==> src/logic/chg_pkg.sv <==
// Package of constants for the charger mode and status logic
package chg_pkg;
   // Clock and pulse timing
   localparam int CLK_HZ = 25_000_000;
   localparam int FAULT_PULSE_US = 128;
   localparam int FAULT_PULSE_CYC = (FAULT_PULSE_US * (CLK_HZ / 1_000_000) > 0) ?
      FAULT_PULSE_US * (CLK_HZ / 1_000_000) : 1;
   localparam int PULSE_CNT_W = 13;

   // Register byte addresses
   localparam logic [7:0] ADDR_FAULT = 8'h00;
   localparam logic [7:0] ADDR_CTRL = 8'h04;
   localparam logic [7:0] ADDR_MONITOR = 8'h08;
   localparam logic [7:0] ADDR_IRQ_STATUS = 8'h0C;
   localparam logic [7:0] ADDR_IRQ_MASK = 8'h10;

   // Control register fields
   localparam int CTRL_CHARGE_DIS = 0;
   localparam int CTRL_STAT_EN = 1;
   localparam int CTRL_HZ_MODE = 2;
   localparam logic [7:0] CTRL_RESET = 8'h01;

   // Fault code field width, at bits 2:0 of the fault register
   localparam int FAULT_W = 3;

   // Interrupt bit positions
   localparam int IRQ_FAULT = 0;
   localparam int IRQ_MODE = 1;
   localparam int IRQ_STRONG = 2;
   localparam int IRQ_W = 3;

   // Reset values
   localparam logic [IRQ_W-1:0] IRQ_MASK_RESET = 3'h0;
   localparam logic [31:0] READ_ZERO = 32'h0000_0000;

   typedef enum logic [2:0] {
      MODE_OFF,
      MODE_SLEEP,
      MODE_PWM_ONLY,
      MODE_LINEAR,
      MODE_PRECHARGE,
      MODE_FAST,
      MODE_SUPPLEMENT,
      MODE_HIZ
   } mode_e;
endpackage

==> src/logic/charger_mode_status_logic.sv <==
// Charger mode decoder, status pin and register logic
//
// Chosen here: the placing of the registers and the strobed register port.
`timescale 1ns/1ps
module charger_mode_status_logic (
   // Clock and reset
   input wire logic sys_clk,
   input wire logic rst_n,
   // Register port
   input wire logic [7:0] reg_addr,
   input wire logic [31:0] reg_wdata,
   input wire logic reg_write,
   input wire logic reg_read,
   output logic [31:0] reg_rdata,
   // Comparator results
   input wire logic supply_valid,
   input wire logic supply_below_battery,
   input wire logic battery_open,
   input wire logic battery_above_short,
   input wire logic battery_above_precharge_exit,
   input wire logic battery_above_weak,
   input wire logic sys_below_battery,
   input wire logic disable_pin,
   // Fault event and kind
   input wire logic fault_event,
   input wire logic [2:0] fault_code_in,
   // Power path controls
   output logic battery_switch,
   output logic supplement_switch,
   output logic gate_drive,
   output logic battery_strong_n,
   output logic regulator_on,
   output logic linear_source_on,
   // Open-drain status pin
   output logic stat_out,
   output logic stat_oe,
   // Interrupt
   output logic irq
);
   logic rst_meta_n;
   logic rst_sync_n;
   logic [7:0] in_q;
   logic fault_q;
   logic [2:0] fault_code_q;
   logic charge_dis;
   logic stat_en;
   logic hz_mode;
   logic [2:0] fault_code;
   logic [chg_pkg::IRQ_W-1:0] irq_status;
   logic [chg_pkg::IRQ_W-1:0] irq_mask;
   chg_pkg::mode_e mode;
   logic next_charge_dis;
   logic next_stat_en;
   logic next_hz_mode;
   logic [2:0] next_fault_code;
   logic [chg_pkg::IRQ_W-1:0] next_irq_status;
   logic [chg_pkg::IRQ_W-1:0] next_irq_mask;
   logic [31:0] next_reg_rdata;
   chg_pkg::mode_e next_mode;
   logic next_battery_switch;
   logic next_supplement_switch;
   logic next_gate_drive;
   logic next_battery_strong_n;
   logic next_regulator_on;
   logic next_linear_source_on;
   logic next_stat_oe;
   logic next_irq;
   logic pulse_active;
   logic strong_change;
   logic fire;
   logic wr_ctrl;
   logic wr_mask;
   logic rd_status;
   logic v_ok, v_low, b_open, b_short, b_exit, b_weak, s_low, dis_q;

   // Reset release through two flops
   always_ff @(posedge sys_clk or negedge rst_n)
   begin
      if (!rst_n)
      begin
         rst_meta_n <= 1'b0;
         rst_sync_n <= 1'b0;
      end
      else
      begin
         rst_meta_n <= 1'b1;
         rst_sync_n <= rst_meta_n;
      end
   end

   // Comparator inputs registered before decode
   always_ff @(posedge sys_clk or negedge rst_sync_n)
   begin
      if (!rst_sync_n)
      begin
         in_q <= 8'h00;
         fault_q <= 1'b0;
         fault_code_q <= 3'h0;
      end
      else
      begin
         in_q <= {disable_pin, sys_below_battery, battery_above_weak,
                  battery_above_precharge_exit, battery_above_short, battery_open,
                  supply_below_battery, supply_valid};
         fault_q <= fault_event;
         fault_code_q <= fault_code_in;
      end
   end

   assign {dis_q, s_low, b_weak, b_exit, b_short, b_open, v_low, v_ok} = in_q;

   function automatic logic addr_hit(input logic [7:0] a, input logic [7:0] target);
      addr_hit = (a == target);
   endfunction

   assign wr_ctrl = reg_write && addr_hit(reg_addr, chg_pkg::ADDR_CTRL);
   assign wr_mask = reg_write && addr_hit(reg_addr, chg_pkg::ADDR_IRQ_MASK);
   assign rd_status = reg_read && addr_hit(reg_addr, chg_pkg::ADDR_IRQ_STATUS);

   // Mode decode; sleep checked first since supply is gone
   always_comb
   begin
      next_mode = mode;
      if (!v_ok || v_low)
         next_mode = chg_pkg::MODE_SLEEP;
      else if (hz_mode || dis_q)
         next_mode = chg_pkg::MODE_HIZ;
      else if (s_low && b_short)
         next_mode = chg_pkg::MODE_SUPPLEMENT;
      else if (b_open || charge_dis)
         next_mode = chg_pkg::MODE_PWM_ONLY;
      else if (!b_short)
         next_mode = chg_pkg::MODE_LINEAR;
      else if (!b_exit)
         next_mode = chg_pkg::MODE_PRECHARGE;
      else
         next_mode = chg_pkg::MODE_FAST;
   end

   // Switch, gate and indicator per mode
   always_comb
   begin
      next_battery_switch = 1'b0;
      next_supplement_switch = 1'b0;
      next_gate_drive = 1'b1;
      next_battery_strong_n = 1'b1;
      next_regulator_on = 1'b1;
      next_linear_source_on = 1'b0;
      case (next_mode)
         chg_pkg::MODE_SLEEP, chg_pkg::MODE_OFF:
         begin
            next_battery_switch = 1'b1;
            next_supplement_switch = 1'b1;
            next_gate_drive = 1'b0;
            next_regulator_on = 1'b0;
         end
         chg_pkg::MODE_HIZ:
         begin
            // Both on only when the battery is above weak, to keep the system alive from the battery
            next_battery_switch = b_weak;
            next_supplement_switch = b_weak;
            next_gate_drive = !b_weak;
            next_regulator_on = 1'b0;
         end
         chg_pkg::MODE_SUPPLEMENT:
         begin
            next_battery_switch = !charge_dis;
            next_supplement_switch = 1'b1;
            next_gate_drive = 1'b0;
            // Indicator is don't-care; hold last value
            next_battery_strong_n = battery_strong_n;
         end
         chg_pkg::MODE_PWM_ONLY:
            next_battery_strong_n = b_open ? !b_weak : 1'b1;
         chg_pkg::MODE_LINEAR:
            next_linear_source_on = 1'b1;
         chg_pkg::MODE_PRECHARGE:
            next_linear_source_on = 1'b1;
         chg_pkg::MODE_FAST:
         begin
            next_battery_switch = 1'b1;
            next_battery_strong_n = !b_weak;
         end
         default:
            next_regulator_on = 1'b0;
      endcase
   end

   always_ff @(posedge sys_clk or negedge rst_sync_n)
   begin
      if (!rst_sync_n)
      begin
         mode <= chg_pkg::MODE_OFF;
         battery_switch <= 1'b0;
         supplement_switch <= 1'b0;
         gate_drive <= 1'b1;
         battery_strong_n <= 1'b1;
         regulator_on <= 1'b0;
         linear_source_on <= 1'b0;
      end
      else
      begin
         mode <= next_mode;
         battery_switch <= next_battery_switch;
         supplement_switch <= next_supplement_switch;
         gate_drive <= next_gate_drive;
         battery_strong_n <= next_battery_strong_n;
         regulator_on <= next_regulator_on;
         linear_source_on <= next_linear_source_on;
      end
   end

   // Status pin pulse timer
   assign strong_change = (next_battery_strong_n != battery_strong_n);
   assign fire = fault_q || strong_change;

   stat_pulse #(
      .CYCLES(chg_pkg::FAULT_PULSE_CYC)
   ) u_stat_pulse (
      .sys_clk(sys_clk),
      .rst_sync_n(rst_sync_n),
      .fire(fire),
      .active(pulse_active)
   );

   // Pulse overrides enable; charging low only when enabled
   always_comb
   begin
      next_stat_oe = 1'b0;
      if (pulse_active || fire)
         next_stat_oe = 1'b1;
      else if (stat_en && (mode == chg_pkg::MODE_LINEAR ||
               mode == chg_pkg::MODE_PRECHARGE || mode == chg_pkg::MODE_FAST))
         next_stat_oe = 1'b1;
   end

   // Registers, interrupt status and read data
   always_comb
   begin
      next_charge_dis = charge_dis;
      next_stat_en = stat_en;
      next_hz_mode = hz_mode;
      next_irq_mask = irq_mask;
      next_fault_code = fault_code;
      next_irq_status = irq_status;
      next_reg_rdata = chg_pkg::READ_ZERO;
      if (wr_ctrl)
      begin
         next_charge_dis = reg_wdata[chg_pkg::CTRL_CHARGE_DIS];
         next_stat_en = reg_wdata[chg_pkg::CTRL_STAT_EN];
         next_hz_mode = reg_wdata[chg_pkg::CTRL_HZ_MODE];
      end
      if (wr_mask)
         next_irq_mask = reg_wdata[chg_pkg::IRQ_W-1:0];
      if (fault_q)
         next_fault_code = fault_code_q;
      if (reg_read)
      begin
         case (reg_addr)
            chg_pkg::ADDR_FAULT:
               next_reg_rdata = {29'h0, fault_code};
            chg_pkg::ADDR_CTRL:
               next_reg_rdata = {29'h0, hz_mode, stat_en, charge_dis};
            chg_pkg::ADDR_MONITOR:
               // Raw levels, no filter; hi-z values need supply_valid
               next_reg_rdata = {21'h0, mode, in_q};
            chg_pkg::ADDR_IRQ_STATUS:
               next_reg_rdata = {29'h0, irq_status};
            chg_pkg::ADDR_IRQ_MASK:
               next_reg_rdata = {29'h0, irq_mask};
            default:
               next_reg_rdata = chg_pkg::READ_ZERO;
         endcase
      end
      // Clear on read first, then new events win
      if (rd_status)
         next_irq_status = '0;
      if (fault_q)
         next_irq_status[chg_pkg::IRQ_FAULT] = 1'b1;
      if (next_mode != mode)
         next_irq_status[chg_pkg::IRQ_MODE] = 1'b1;
      if (strong_change)
         next_irq_status[chg_pkg::IRQ_STRONG] = 1'b1;
      next_irq = |(next_irq_status & next_irq_mask);
   end

   always_ff @(posedge sys_clk or negedge rst_sync_n)
   begin
      if (!rst_sync_n)
      begin
         charge_dis <= chg_pkg::CTRL_RESET[chg_pkg::CTRL_CHARGE_DIS];
         stat_en <= chg_pkg::CTRL_RESET[chg_pkg::CTRL_STAT_EN];
         hz_mode <= chg_pkg::CTRL_RESET[chg_pkg::CTRL_HZ_MODE];
         irq_mask <= chg_pkg::IRQ_MASK_RESET;
         fault_code <= 3'h0;
         irq_status <= '0;
         reg_rdata <= chg_pkg::READ_ZERO;
         stat_oe <= 1'b0;
         stat_out <= 1'b0;
         irq <= 1'b0;
      end
      else
      begin
         charge_dis <= next_charge_dis;
         stat_en <= next_stat_en;
         hz_mode <= next_hz_mode;
         irq_mask <= next_irq_mask;
         fault_code <= next_fault_code;
         irq_status <= next_irq_status;
         reg_rdata <= next_reg_rdata;
         stat_oe <= next_stat_oe;
         stat_out <= 1'b0;
         irq <= next_irq;
      end
   end
endmodule // charger_mode_status_logic

==> src/logic/stat_pulse.sv <==
// Fault pulse timer for the status pin
`timescale 1ns/1ps
module stat_pulse #(
   parameter int CYCLES = chg_pkg::FAULT_PULSE_CYC
) (
   // Clock and reset
   input wire logic sys_clk,
   input wire logic rst_sync_n,
   // Trigger and result
   input wire logic fire,
   output logic active
);
   logic [chg_pkg::PULSE_CNT_W-1:0] count;
   logic [chg_pkg::PULSE_CNT_W-1:0] next_count;

   always_comb
   begin
      next_count = count;
      if (fire)
      begin
         // Retrigger restarts the full width
         // Fire cycle already drives the pin, so load one less
         next_count = chg_pkg::PULSE_CNT_W'(CYCLES - 1);
      end
      else if (count != '0)
      begin
         next_count = count - 1'b1;
      end
   end

   always_ff @(posedge sys_clk or negedge rst_sync_n)
   begin
      if (!rst_sync_n)
         count <= '0;
      else
         count <= next_count;
   end

   assign active = (count != '0);
endmodule // stat_pulse

==> config.mk <==
export PLATFORM = sky130hd
export DESIGN_NAME = charger_mode_status_logic
export DESIGN_NICKNAME = d
export VERILOG_FILES = /design/src/logic/chg_pkg.sv /design/src/logic/charger_mode_status_logic.sv /design/src/logic/stat_pulse.sv
export SDC_FILE = /design/constraint.sdc
export NUM_CORES = 1
export LEC_CHECK = 0
export ABC_AREA = 1
export BUFFER_PORTS_ARGS = -buffer_cell sky130_fd_sc_hd__buf_4
export CORE_MARGIN = 5
export CORE_UTILIZATION = 46
export CTS_BUF_LIST = sky130_fd_sc_hd__clkbuf_16
export DETAILED_ROUTE_END_ITERATION = 7
export HOLD_SLACK_MARGIN = 0.02
export PLACE_DENSITY = 0.76
export SLEW_MARGIN = 20
export SYNTH_ARGS = -nofsm -noshare
export SYNTH_HDL_FRONTEND = slang
export SYNTH_HIERARCHICAL = 1
export SYNTH_SLANG_ARGS = --single-unit
==> constraint.sdc <==
create_clock -name sys_clk -period 1.8 [get_ports sys_clk]
set_input_delay 0.09 -clock sys_clk [delete_from_list [all_inputs] [get_ports sys_clk]]
set_output_delay 0.09 -clock sys_clk [all_outputs]
set_load 0.05 [all_outputs]
---- Yosys cells after proc, flatten, opt, wreduce, memory -nomap -nowiden ----
Cells that the tools add are included.
storage, ports and cells
  flip-flop bits (word level) ............. 82
  word-level logic and storage cells ...... 88
  input port bits ......................... 56
operators by class
  $add $sub $neg .......................... 1
  mux-type cells .......................... 24
  reductions and logical operators ........ 24
  bitwise logic cells ..................... 1
  eq/ne operators ......................... 16
operators with widths
  operator                 number
  $pmux W11 S5             1
  $mux W13                 2
  $mux W3                  7
  $eq A3 B3 Y1 const B     6
  $eq A8 B4 Y1 const B     2
  $reduce_bool A13 Y1      1
  $sub A13 B1 Y13 const B  1
  $reduce_or A3 Y1         4
  $mux W11                 1
  $eq A3 B2 Y1 const B     3
  $mux W1                  9
  $eq A8 B3 Y1 const B     1
  $eq A8 B5 Y1 const B     1
  $logic_not A8 Y1         1
  $logic_or A1 B1 Y1       7
  $pmux W1 S3              2
  $logic_and A1 B1 Y1      5
  $pmux W1 S2              2
  $and A3 B3 Y3            1
  $eq A3 B1 Y1 const B     1
  $logic_not A1 Y1         3
  $logic_not A3 Y1         1
  $ne A3 B3 Y1             1
  $reduce_bool A2 Y1       1
  other kinds (2)          2

---- Logic depth before layout (Yosys ltp) ----
Gate-level depths: netlist of run 1.
  word-level depth ........................ 12
  mapped depth ............................ 15
  mapped depth without buffers ............ 15

---- Hierarchy ----
Netlist of run 1, hierarchy kept.
by module, submodules not included
  module                     times used  area each (µm²)  cells an instance  seq. area each (µm²)
  charger_mode_status_logic  1           2142.1           227                1204.9
  stat_pulse                 1           829.5            115                325.3

---- Worst setup path before layout of run 1 ----
Ideal clock, no wire load.
  path kind ............................... register to register
  from .................................... register charge_dis
  to ...................................... register u_stat_pulse/count[11] in the netlist's numbering
  library setup time ...................... 119 ps
  cell stages (with the launch flop) ...... 12
  data required time ...................... 1681 ps
  path slack .............................. -58 ps
  data arrival time ....................... 1738 ps
  cells stage by stage .................... dfstp_2 > nor2_2 > nand3_1 > nand2_4 > nor2_4 > nand3_2 > nand3_1 > nand3_1 > inv_2 > nand3_4 > nand3b_1 > nand2_1
on the way
  cells in the longest elaborated chain, start to end .. 10
  elaborated cells between the ends (all ways) .. 13
  those cells by class .................... eq/ne (4); mux (6); reduce/logical (3)
ends and longest elaborated chain
  item                                                   RTL line                          RTL
  start: declaration                                     charger_mode_status_logic.sv:45   logic charge_dis;
  start signal: assignment                               charger_mode_status_logic.sv:291  charge_dis <= chg_pkg::CTRL_RESET[chg_pkg::CTRL_CHARGE_DIS];
  start signal: assignment                               charger_mode_status_logic.sv:304  charge_dis <= next_charge_dis;
  $logic_or A1 B1 Y1 *                                   charger_mode_status_logic.sv:130  else if (b_open || charge_dis)
  $mux W3 *                                              charger_mode_status_logic.sv:130
  $mux W3 *                                              charger_mode_status_logic.sv:128  else if (s_low && b_short)
  $mux W3 *                                              charger_mode_status_logic.sv:126  else if (hz_mode || dis_q)
  $mux W3 *                                              charger_mode_status_logic.sv:124  if (!v_ok || v_low)
  named net next_mode[0]                                 charger_mode_status_logic.sv:59   chg_pkg::mode_e next_mode;
  $eq A3 B3 Y1 / $eq A3 B2 Y1 (equally long branches)    charger_mode_status_logic.sv:149  case (next_mode)
  $pmux W1 S3 *                                          charger_mode_status_logic.sv:149
  $ne A1 B1 Y1 *                                         charger_mode_status_logic.sv:214  assign strong_change = (next_battery_strong_n != battery_strong_n);
  $logic_or A1 B1 Y1 *                                   charger_mode_status_logic.sv:215  assign fire = fault_q || strong_change;
  named net fire                                         charger_mode_status_logic.sv:70   logic fire;
  $mux W13 / $reduce_bool A2 Y1 (equally long branches)  --
  end signal: assignment                                 stat_pulse.sv:36                  count <= next_count;
  end: declaration                                       stat_pulse.sv:13                  logic [chg_pkg::PULSE_CNT_W-1:0] count;
The timed path passes the listed nets; every way through them passes the cells marked *.
A chain may end at the register's enable or synchronous reset.

---- Worst setup path after layout of run 1 ----
  from .................................... register charge_dis
  to ...................................... register u_stat_pulse/count[11] in the netlist's numbering
on the way
  cells in the longest elaborated chain, start to end .. 10
  elaborated cells between the ends (all ways) .. 13
  those cells by class .................... eq/ne (4); mux (6); reduce/logical (3)
ends and longest elaborated chain
  item                                                   RTL line
  $logic_or A1 B1 Y1 *                                   charger_mode_status_logic.sv:130
  $mux W3 *                                              charger_mode_status_logic.sv:130
  $mux W3 *                                              charger_mode_status_logic.sv:128
  $mux W3 *                                              charger_mode_status_logic.sv:126
  $mux W3 *                                              charger_mode_status_logic.sv:124
  $eq A3 B3 Y1 / $eq A3 B2 Y1 (equally long branches)    charger_mode_status_logic.sv:149
  $pmux W1 S3 *                                          charger_mode_status_logic.sv:149
  $ne A1 B1 Y1 *                                         charger_mode_status_logic.sv:214
  $logic_or A1 B1 Y1 *                                   charger_mode_status_logic.sv:215
  named net fire                                         charger_mode_status_logic.sv:70
  $mux W13 / $reduce_bool A2 Y1 (equally long branches)  --
Marks and branches as above.

==> results of run 1 <==
flip-flops by register name, summed over array words and instances (netlist names):
signal              flops
battery_strong_n        1
battery_switch          1
charge_dis              1
fault_code              3
fault_code_q            3
fault_q                 1
gate_drive              1
hz_mode                 1
in_q                    8
irq                     1
irq_mask                3
irq_status              3
linear_source_on        1
mode                    3
reg_rdata              11
regulator_on            1
rst_meta_n              1
rst_sync_n              1
stat_en                 1
stat_oe                 1
supplement_switch       1
u_stat_pulse/count     13
repair_timing:
item / in CTS / in global routing
endpoints found under the hold margin: 15 / 0
resized for setup: 8 / 22
pin swaps: 7 / 16
setup buffers: 7 / 5
endpoints found under the setup margin: 10 / 15
hold buffers: 14 / 0
cloned: 0 / 0
through the flow:
stage | setup TNS (ns) | hold slack [ns] | std cells | worst slack, ns
floorplan | 0 | -0.2056 | 363 | 0.01524
global placement | -0.07104 | -0.1257 | 482 | -0.02231
detailed placement | -0.4896 | -0.1254 | 482 | -0.07790
CTS | -0.01552 | 0.04976 | 519 | -0.008161
global route | -2.020 | 0.07016 | 521 | -0.2084
finish | -0.5386 | 0.04682 | 521 | -0.09200
how the worst max path moves through the flow:
stage | slack [ns] | cells past startpoint | to | startpoint
6_report | -0.09 | 13 | u_stat_pulse/count[11]$_DFFE_PN0P_ | charge_dis$_DFFE_PN1P_
5_1_grt | -0.21 | 13 | u_stat_pulse/count[11]$_DFFE_PN0P_ | charge_dis$_DFFE_PN1P_
4_1_cts | -0.008 | 14 | u_stat_pulse/count[0]$_DFFE_PN0P_ | hz_mode$_DFFE_PN0P_
3_5_place_dp | -0.08 | 11 | u_stat_pulse/count[11]$_DFFE_PN0P_ | charge_dis$_DFFE_PN1P_
3_3_place_gp | -0.02 | 13 | u_stat_pulse/count[11]$_DFFE_PN0P_ | charge_dis$_DFFE_PN1P_
2_1_floorplan | 0.02 | 11 | u_stat_pulse/count[11]$_DFFE_PN0P_ | charge_dis$_DFFE_PN1P_
worst max-delay path, stage by stage, from the launching register on:
cell and delay (ns):
dfstp_2 0.60, nor2_4 0.05, nand2_2 0.09, nand2_2 0.07, nand2_2 0.07, nand2_1 0.07, nand3_2 0.09, nand2_2 0.08
nand2_4 0.08, nand3_4 0.12, inv_6 0.11, nand3_4 0.14, nand3b_1 0.14, nand2_1 0.05
logic make-up (layout without fill, tap and decap cells):
kind of cell / Yosys count / after routing / share of synthesized area, %
flops: 61 / 61 / 51.49
fa+ha+maj: 2 / 2 / 0.8420
xor+xnor: 1 / 1 / 0.2948
compound gates: 28 / 28 / 5.600
simple gates: 173 / 173 / 28.84
other cells: 2 / 23 / 0.2527
buf+inv: 74 / 155 / 12.29
mux: 1 / 1 / 0.3789
routing by layer:
metal	part of all wire (%)	wire length, um	vias up	track usage (%)
li1	-	-	1225	-
met1	40	2776	1197	20.73
met2	52	3626	89	29.02
met3	5.6	390	14	4.083
met4	2.1	144	0	7.568
met5	0	0	-	0
power breakdown:
group	switching, mW	total (mW)	internal (mW)
registers	0.0407	1.46	1.42
clock network	0.599	1.80	1.20
logic	0.303	0.471	0.169
cell type report:
| cell class | count | area, um2 | area share (%) |
|---|---|---|---|
| clock buffers | 9 | 225.2 | 5.468 |
| flip-flops and latches | 61 | 1531 | 37.18 |
| inverters | 52 | 205.2 | 4.982 |
| clock inverters | 7 | 90.09 | 2.187 |
| repair buffers | 87 | 711.9 | 17.28 |
| well taps | 77 | 96.34 | 2.339 |
| multi-input cells | 228 | 1259 | 30.56 |
layout by cell type, fill, tap and decap left out, types with 4 or more instances in the layout:
cell           netlist  final
a211oi_1             4      4
a21oi_1              6      5
buf_4               22     69
clkbuf_16            0      9
conb_1               2     23
dfrtp_1             58     57
dlygate4sd3_1        0     14
inv_1               43     41
inv_2                8      9
nand2_1             71     62
nand2_2             10     18
nand3_1             32     27
nand3_2              4      6
nand3_4              1      4
nand4_1              5      5
nor2_1              35     33
nor2_2               7      6
nor2_4               4      7
o21ai_0             10     10
==> results.sh, run 1 <==
export IMPL_wl_per_cell_um=13.32
export IMPL_pwr_density_cell_nw_per_um2=907.0
export IMPL_dp_hpwl_um=4622
export IMPL_synth_largest_area_cell="dfrtp_1"
export IMPL_ff2ff_path_depth=13
export IMPL_gp_congestion=0.8897
export IMPL_die_area_um2=8168
export IMPL_track_usage_pct=17.17
export IMPL_grt_pass1_vias=2486
export IMPL_netlist_area_leader_share_pct=48.84
export IMPL_ios=97
export IMPL_max_vdd_ir_drop_v=0.0007346
export IMPL_min_period_ns=1.892
export IMPL_fin_nets=497
export IMPL_fin_worst_skew_ns=0.006082
export IMPL_clkLatencyLatePin_ns=0.33
export IMPL_path_clk_slew_ns=0.05
export IMPL_drv_cap=0
export IMPL_finalWirelength_um=6938
export IMPL_rows=29
export IMPL_placed_area_um2=3483
export IMPL_rrSetupSlack_ns=-0.09
export IMPL_die_width_um=90.38
export IMPL_core_area_um2=6314
export IMPL_total_power_mw=3.736
export IMPL_leakagePower_nw=2.103
export IMPL_async_reset_ff_share_pct=100.0
export IMPL_route_detailed_drc=0
export IMPL_violations="setup timing"
export IMPL_hold_path_endpoint="hz_mode$_DFFE_PN0P_"
export IMPL_finalSetupViolCount=10
export IMPL_initial_utilization_pct=47.07
export IMPL_grt_max_degree=41
export IMPL_synth_edf_count=0
export IMPL_drtIter0Drc=160
export IMPL_root_buffer="clkbuf_16"
export IMPL_worstHoldPathType="in -> reg"
export IMPL_drive_above_1_share_pct=34.23
export IMPL_avgViaCountPerCell=4.846
export IMPL_run_status="complete, but fails checks"
export IMPL_antenna_cells=0
export IMPL_synth_seq_cells=61
export IMPL_slew_viol_final=0
export IMPL_cp_start_kind="register"
export IMPL_ys_top_cells_by_area="dfrtp_1 49%, nand2_1 9.0%, buf_4 5.6%, inv_1 5.4%, nand3_1 5.4%"
export IMPL_firstDrtPassIters=4
export IMPL_crit_required_ns=2.01
export IMPL_worstPathArrival_ns=2.10
export IMPL_grt_ovfl_total=0
export IMPL_syn_avg_cell_area_um2=8.689
export IMPL_grt_pass1_wl_um=11360
export IMPL_ys_types=30
export IMPL_final_antenna_net_count=0
export IMPL_timing_final_hold_violations=0
export IMPL_endpoint_kind="register"
export IMPL_n_fill_cell=496
export IMPL_cts_tree="built"
export IMPL_synth_cells=342
export IMPL_fin_util_pct=65.24
export IMPL_clockBufferDepth=2
export IMPL_portBuffers=45
export IMPL_cts_sinks=61
export IMPL_grt_setup_unrepaired="yes"
export IMPL_synth_ff_type="dfrtp_1"
export IMPL_min_from="reg_wdata[2]"
export IMPL_htreeDepth=3
export IMPL_min_path_cells=3
export IMPL_antenna_found_initial=0
export IMPL_synthToLayoutAreaGrowth_pct=38.61
export IMPL_vias=2525
export IMPL_syn_area_um2=2972
export IMPL_reg2reg_from="charge_dis$_DFFE_PN1P_"
export IMPL_fmax_mhz=528.5
export IMPL_cts_made_buffers=9
export IMPL_final_setup_worst_slack_ns=-0.09200
export IMPL_fp_dieH_um=90.38
export IMPL_path_max_fanout=8
export IMPL_netlist_top_cells_count="71 x nand2_1, 58 x dfrtp_1, 43 x inv_1"
export IMPL_period_share_pct=105.1
export IMPL_crit_type="reg -> reg"
export IMPL_yosysWarnings=6
export IMPL_stdcell_area_um2=4119
export IMPL_crit_reg2reg_capture="u_stat_pulse/count[11]$_DFFE_PN0P_"
export IMPL_synth_most_common_cell="nand2_1"
export IMPL_yosysSeqAreaShare_pct=51.49
(Power assumes the default switching activity.)
==> inputs of run 2 (changes only) <==
- RECOVER_POWER: not set -> 25
==> run 2 against run 1 <==
Against the previous run: the flow still finishes with violations (setup timing); clock power is essentially flat; critical path depth did not move; sequential share of layout area hardly changed; setup slack is essentially flat; clock-buffer cell count is the same; first-iteration DRC count shrank 2.5%; total power barely moved; register-to-register slack about the same; via count up 0.28%; utilization decreased by 0.060 points; global-route usage did not move; sequential power about the same; largest cell class unchanged.
==> results.sh, run 2 (synthesis results as in run 1) <==
export IMPL_root_buffer="clkbuf_16"
export IMPL_track_usage_pct=17.17
export IMPL_period_share_pct=105.1
export IMPL_finalSetupViolCount=10
export IMPL_crit_reg2reg_capture="u_stat_pulse/count[11]$_DFFE_PN0P_"
export IMPL_fin_worst_skew_ns=0.006020
export IMPL_grt_ovfl_total=0
export IMPL_fin_nets=497
export IMPL_place_inst=482
export IMPL_core_area_um2=6314
export IMPL_max_vdd_ir_drop_v=0.0007346
export IMPL_die_area_um2=8168
export IMPL_wl_per_cell_um=13.28
export IMPL_antenna_cells=0
export IMPL_vias=2532
export IMPL_slew_viol_final=0
export IMPL_finalWirelength_um=6921
export IMPL_largest_register="u_stat_pulse/count"
export IMPL_antenna_found_initial=0
export IMPL_drtIter0Drc=156
export IMPL_timing_final_hold_violations=0
export IMPL_ios=97
export IMPL_synthToLayoutAreaGrowth_pct=38.48
export IMPL_htreeDepth=3
export IMPL_cts_sinks=61
export IMPL_run_status="complete, but fails checks"
export IMPL_rows=29
export IMPL_endpoint_kind="register"
export IMPL_min_path_cells=3
export IMPL_fmax_mhz=528.5
export IMPL_path_clk_slew_ns=0.05
export IMPL_clkLatencyLatePin_ns=0.33
export IMPL_cp_start_kind="register"
export IMPL_worstHoldPathType="in -> reg"
export IMPL_grt_max_degree=41
export IMPL_final_setup_worst_slack_ns=-0.09209
export IMPL_firstDrtPassIters=4
export IMPL_initial_utilization_pct=47.07
export IMPL_violations="setup timing"
export IMPL_whs_ns=0.04672
export IMPL_cts_made_buffers=9
export IMPL_gp_congestion=0.8897
export IMPL_reg2reg_from="charge_dis$_DFFE_PN1P_"
export IMPL_tns_ns=-0.5303
export IMPL_pwr_density_cell_nw_per_um2=907.0
export IMPL_die_width_um=90.38
export IMPL_clockBufferDepth=2
export IMPL_dp_hpwl_um=4622
export IMPL_mostFrequentLayoutCells="62 x nand2_1, 57 x dfrtp_1, 56 x buf_4, 41 x inv_1, 33 x nor2_1"
export IMPL_grt_pass1_vias=2486
export IMPL_largest_reg_flops=13
export IMPL_min_from="reg_wdata[2]"
export IMPL_ff2ff_path_depth=13
export IMPL_drv_cap=0
export IMPL_leakagePower_nw=2.097
export IMPL_cts_tree="built"
export IMPL_avgViaCountPerCell=4.860
export IMPL_hold_path_endpoint="hz_mode$_DFFE_PN0P_"
export IMPL_worstPathArrival_ns=2.10
export IMPL_drive_above_1_share_pct=34.01
export IMPL_rrSetupSlack_ns=-0.09
export IMPL_final_antenna_net_count=0
export IMPL_fp_dieH_um=90.38
export IMPL_total_power_mw=3.732
export IMPL_crit_required_ns=2.01
export IMPL_crit_type="reg -> reg"
export IMPL_grt_setup_unrepaired="yes"
export IMPL_min_period_ns=1.892
export IMPL_route_detailed_drc=0
export IMPL_final_common_cell="nand2_1"
export IMPL_path_max_fanout=8
export IMPL_portBuffers=45
export IMPL_largest_registers="u_stat_pulse/count (13), reg_rdata (11), in_q (8)"
export IMPL_stdcell_count=521
export IMPL_grt_pass1_wl_um=11360
-- run 2: layout make-up --
cell class,instances,area [um2]
tap,77,96.34
fill,496,2198
sequential,61,1531
multi-input combinational,228,1259
clock buffer,9,225.2
timing repair buffer,87,708.2
clock inverter,7,90.09
inverter,52,205.2
-- run 2: per-stage QoR --
stage / instance area, um2 / setup WS [ns] / utilization [%]
6_report: 4115 / -0.09209 / 65.18
5_1_grt: 4115 / -0.2084 / 65.18
4_1_cts: 4021 / -0.008161 / 63.69
3_5_place_dp: 3483 / -0.07790 / 55.17
3_3_place_gp: 3483 / -0.02231 / 55.17
2_1_floorplan: 3059 / 0.01524 / -
-- run 2: worst max-delay path, cell delays in order (launching register included) --
cell and delay, ns:
dfstp_2 0.60, nor2_4 0.05, nand2_2 0.09, nand2_2 0.07, nand2_2 0.07, nand2_1 0.07
nand3_2 0.09, nand2_2 0.08, nand2_4 0.08, nand3_4 0.12, inv_6 0.11, nand3_4 0.14
nand3b_1 0.14, nand2_1 0.05
-- run 2: worst max-delay path by stage --
stage                      startpoint                            endpoint  slack, ns  cells after the start
6_report       charge_dis$_DFFE_PN1P_  u_stat_pulse/count[11]$_DFFE_PN0P_      -0.09                     13
3_3_place_gp   charge_dis$_DFFE_PN1P_  u_stat_pulse/count[11]$_DFFE_PN0P_      -0.02                     13
4_1_cts           hz_mode$_DFFE_PN0P_   u_stat_pulse/count[0]$_DFFE_PN0P_     -0.008                     14
3_5_place_dp   charge_dis$_DFFE_PN1P_  u_stat_pulse/count[11]$_DFFE_PN0P_      -0.08                     11
2_1_floorplan  charge_dis$_DFFE_PN1P_  u_stat_pulse/count[11]$_DFFE_PN0P_       0.02                     11
5_1_grt        charge_dis$_DFFE_PN1P_  u_stat_pulse/count[11]$_DFFE_PN0P_      -0.21                     13
-- run 2: routing by layer --
metal,up-vias,wire (um),GRT usage (%)
li1,1225,-,-
met1,1204,2756,20.73
met2,89,3619,29.02
met3,14,400,4.083
met4,0,144,7.568
met5,-,0,0
-- run 2: report_power, final --
part	switching [mW]	leakage, nW	internal (mW)	total (mW)
Clock	0.598	0.153	1.20	1.80
Combinational	0.302	1.23	0.166	0.468
Sequential	0.0407	0.713	1.42	1.46
Total	0.941	2.10	2.79	3.73
-- run 2: timing repair --
action / in CTS / in global routing
hold buffers: 14 / 0
setup endpoints to repair: 10 / 15
pin swaps: 7 / 16
gates resized for setup: 8 / 22
endpoints found under the hold margin: 15 / 0
buffers inserted: 7 / 5
==> inputs of run 3 (changes only) <==
- CORE_UTILIZATION: 46 -> 25
- PLACE_DENSITY: 0.76 -> not set
- clock period: 1.8 -> 2.3 ns (I/O delays scaled with it)
==> run 3 against run 2 <==
Against the previous run: highest routed layer unchanged; combinational power shrank 35%; critical endpoint is now u_stat_pulse/count[2]$_DFFE_PN0P_; the flow now finishes without violations; worst hold slack gained 0.038 ns; sequential cell count is the same; die area grew 73%; largest power group unchanged; total power shrank 26%.
==> results.sh, run 3 (synthesis results as in run 1) <==
export IMPL_path_buf_inv=2
export IMPL_drive_above_1_share_pct=25.30
export IMPL_gp_congestion=0.8425
export IMPL_grt_pass1_vias=2433
export IMPL_cp_start_kind="register"
export IMPL_fmax_mhz=486.9
export IMPL_fin_util_pct=33.68
export IMPL_track_usage_pct=10.29
export IMPL_pwr_density_cell_nw_per_um2=711.4
export IMPL_placed_area_um2=3438
export IMPL_root_buffer="clkbuf_16"
export IMPL_synthToLayoutAreaGrowth_pct=30.53
export IMPL_run_status="completed"
export IMPL_dr_wl_met2_um=3140
export IMPL_drtIter0Drc=82
export IMPL_fin_nets=472
export IMPL_post_cts_buffers=0
export IMPL_final_common_cell="nand2_1"
export IMPL_wl_per_cell_um=11.69
export IMPL_die_width_um=119.0
export IMPL_crit_slowest_cell="dfstp_2"
export IMPL_cts_sinks=61
export IMPL_final_antenna_net_count=0
export IMPL_crit_type="reg -> reg"
export IMPL_place_inst=532
export IMPL_core_area_um2=11520
export IMPL_cp_top_family="simple AND/OR/NAND/NOR gates"
export IMPL_worst_pin_slew_ns=0.9516
export IMPL_leakagePower_nw=1.952
export IMPL_firstDrtPassIters=4
export IMPL_worstPathArrival_ns=2.27
export IMPL_drv_cap=0
export IMPL_fin_worst_skew_ns=0.009044
export IMPL_path_max_fanout=7
export IMPL_cts_tree="built"
export IMPL_whs_ns=0.08431
export IMPL_dp_hpwl_um=5030
export IMPL_endpoint_kind="register"
export IMPL_worstHoldPathType="in -> reg"
export IMPL_hold_path_endpoint="hz_mode$_DFFE_PN0P_"
export IMPL_antenna_cells=0
export IMPL_dr_wl_met3_um=301
export IMPL_cts_made_buffers=9
export IMPL_fp_dieH_um=119.0
export IMPL_cp_cell_sequence="nor2_2 -> nand3_1 -> nand2_4 -> nor2_4 -> nand3_2 -> nand3_1 -> nand3_2 -> buf_4 -> o31ai_2 -> inv_2"
export IMPL_period_share_pct=89.29
export IMPL_ff2ff_path_depth=10
export IMPL_largest_reg_flops=13
export IMPL_die_area_um2=14170
export IMPL_finalSetupViolCount=0
export IMPL_largest_register="u_stat_pulse/count"
export IMPL_vias=2315
export IMPL_reg2reg_from="charge_dis$_DFFE_PN1P_"
export IMPL_antenna_found_initial=0
export IMPL_initial_utilization_pct=25.80
export IMPL_stdcell_count=562
export IMPL_htreeDepth=3
export IMPL_rrSetupSlack_ns=0.25
export IMPL_grt_ovfl_total=0
export IMPL_avgViaCountPerCell=4.119
export IMPL_timing_final_hold_violations=0
export IMPL_clockBufferDepth=2
export IMPL_wl_met1_um=3011
export IMPL_min_from="reg_wdata[2]"
export IMPL_grt_max_degree=38
export IMPL_timing_slew_headroom_pct=36.56
export IMPL_topRoutingLayerUsed="met4"
export IMPL_largest_registers="u_stat_pulse/count (13), reg_rdata (11), in_q (8)"
export IMPL_tns_ns=0
export IMPL_min_path_cells=3
export IMPL_max_vdd_ir_drop_v=0.0004135
export IMPL_route_detailed_drc=0
export IMPL_slew_viol_final=0
export IMPL_grt_pass1_wl_um=11770
export IMPL_rows=39
export IMPL_clkLatencyLatePin_ns=0.33
export IMPL_finalWirelength_um=6567
export IMPL_ios=97
export IMPL_stdcell_area_um2=3879
export IMPL_path_clk_slew_ns=0.05
export IMPL_mostFrequentLayoutCells="71 x nand2_1, 58 x dfrtp_1, 44 x inv_1, 35 x nor2_1, 34 x buf_4"
export IMPL_portBuffers=45
export IMPL_min_period_ns=2.054
export IMPL_crit_reg2reg_capture="u_stat_pulse/count[2]$_DFFE_PN0P_"
export IMPL_crit_required_ns=2.51
export IMPL_cpPeakStageDelay_ns=0.59
export IMPL_grt_setup_unrepaired="no"
-- run 3: changes by cell type in the layout (fill, tap and decap cells not counted), sizes merged --
| cell | previous run | this run |
|---|---|---|
| bufinv | 2 | 1 |
| buf | 60 | 35 |
| inv | 51 | 52 |
-- run 3: worst max path at each step --
stage | from | endpoint | slack [ns] | cells after the start
2_1_floorplan | charge_dis$_DFFE_PN1P_ | u_stat_pulse/count[11]$_DFFE_PN0P_ | 0.44 | 11
3_3_place_gp | charge_dis$_DFFE_PN1P_ | u_stat_pulse/count[11]$_DFFE_PN0P_ | 0.15 | 11
3_5_place_dp | hz_mode$_DFFE_PN0P_ | u_stat_pulse/count[2]$_DFFE_PN0P_ | 0.14 | 12
4_1_cts | charge_dis$_DFFE_PN1P_ | u_stat_pulse/count[2]$_DFFE_PN0P_ | 0.13 | 11
5_1_grt | hz_mode$_DFFE_PN0P_ | u_stat_pulse/count[11]$_DFFE_PN0P_ | 0.05 | 12
6_report | charge_dis$_DFFE_PN1P_ | u_stat_pulse/count[2]$_DFFE_PN0P_ | 0.25 | 10
-- run 3: routing by layer --
metal  track usage, %  vias to the layer above
li1                 -                     1180
met1            13.31                     1068
met2            16.35                       58
met3            2.891                        9
met4            3.983                        0
met5                0                        -
-- run 3: what timing repair did --
action | in CTS | in global routing
endpoints found under the setup margin | 0 | 10
resized for setup | 0 | 3
endpoints found under the hold margin | 15 | 0
hold buffers | 14 | 0
-- run 3: through the flow --
stage          total power [mW]  worst slack (ns)
6_report                  2.759            0.2463
5_1_grt                   2.895           0.05126
4_1_cts                   2.805            0.1273
3_5_place_dp              1.452            0.1426
3_3_place_gp              1.446            0.1499
2_1_floorplan             1.386            0.4421
-- run 3: layout make-up --
class	count	area, um2
fill	1170	7637
clock inverter	7	67.56
clock buffer	9	225.2
sequential	61	1530
tap	143	178.9
multi-input combinational	228	1165
timing repair buffer	62	509.2
inverter	52	202.7
-- run 3: where the power goes --
part           total [mW]  switching [mW]  internal (mW)
clock                1.31           0.478          0.831
combinational       0.306           0.212         0.0939
sequential           1.14          0.0313           1.11
-- run 3: worst register-to-register path, cell delays in order, from the launching register on --
cell and delay (ns):
dfstp_2 0.59, nor2_2 0.06, nand3_1 0.15, nand2_4 0.10, nor2_4 0.11, nand3_2 0.08
nand3_1 0.15, nand3_2 0.18, buf_4 0.19, o31ai_2 0.28, inv_2 0.04
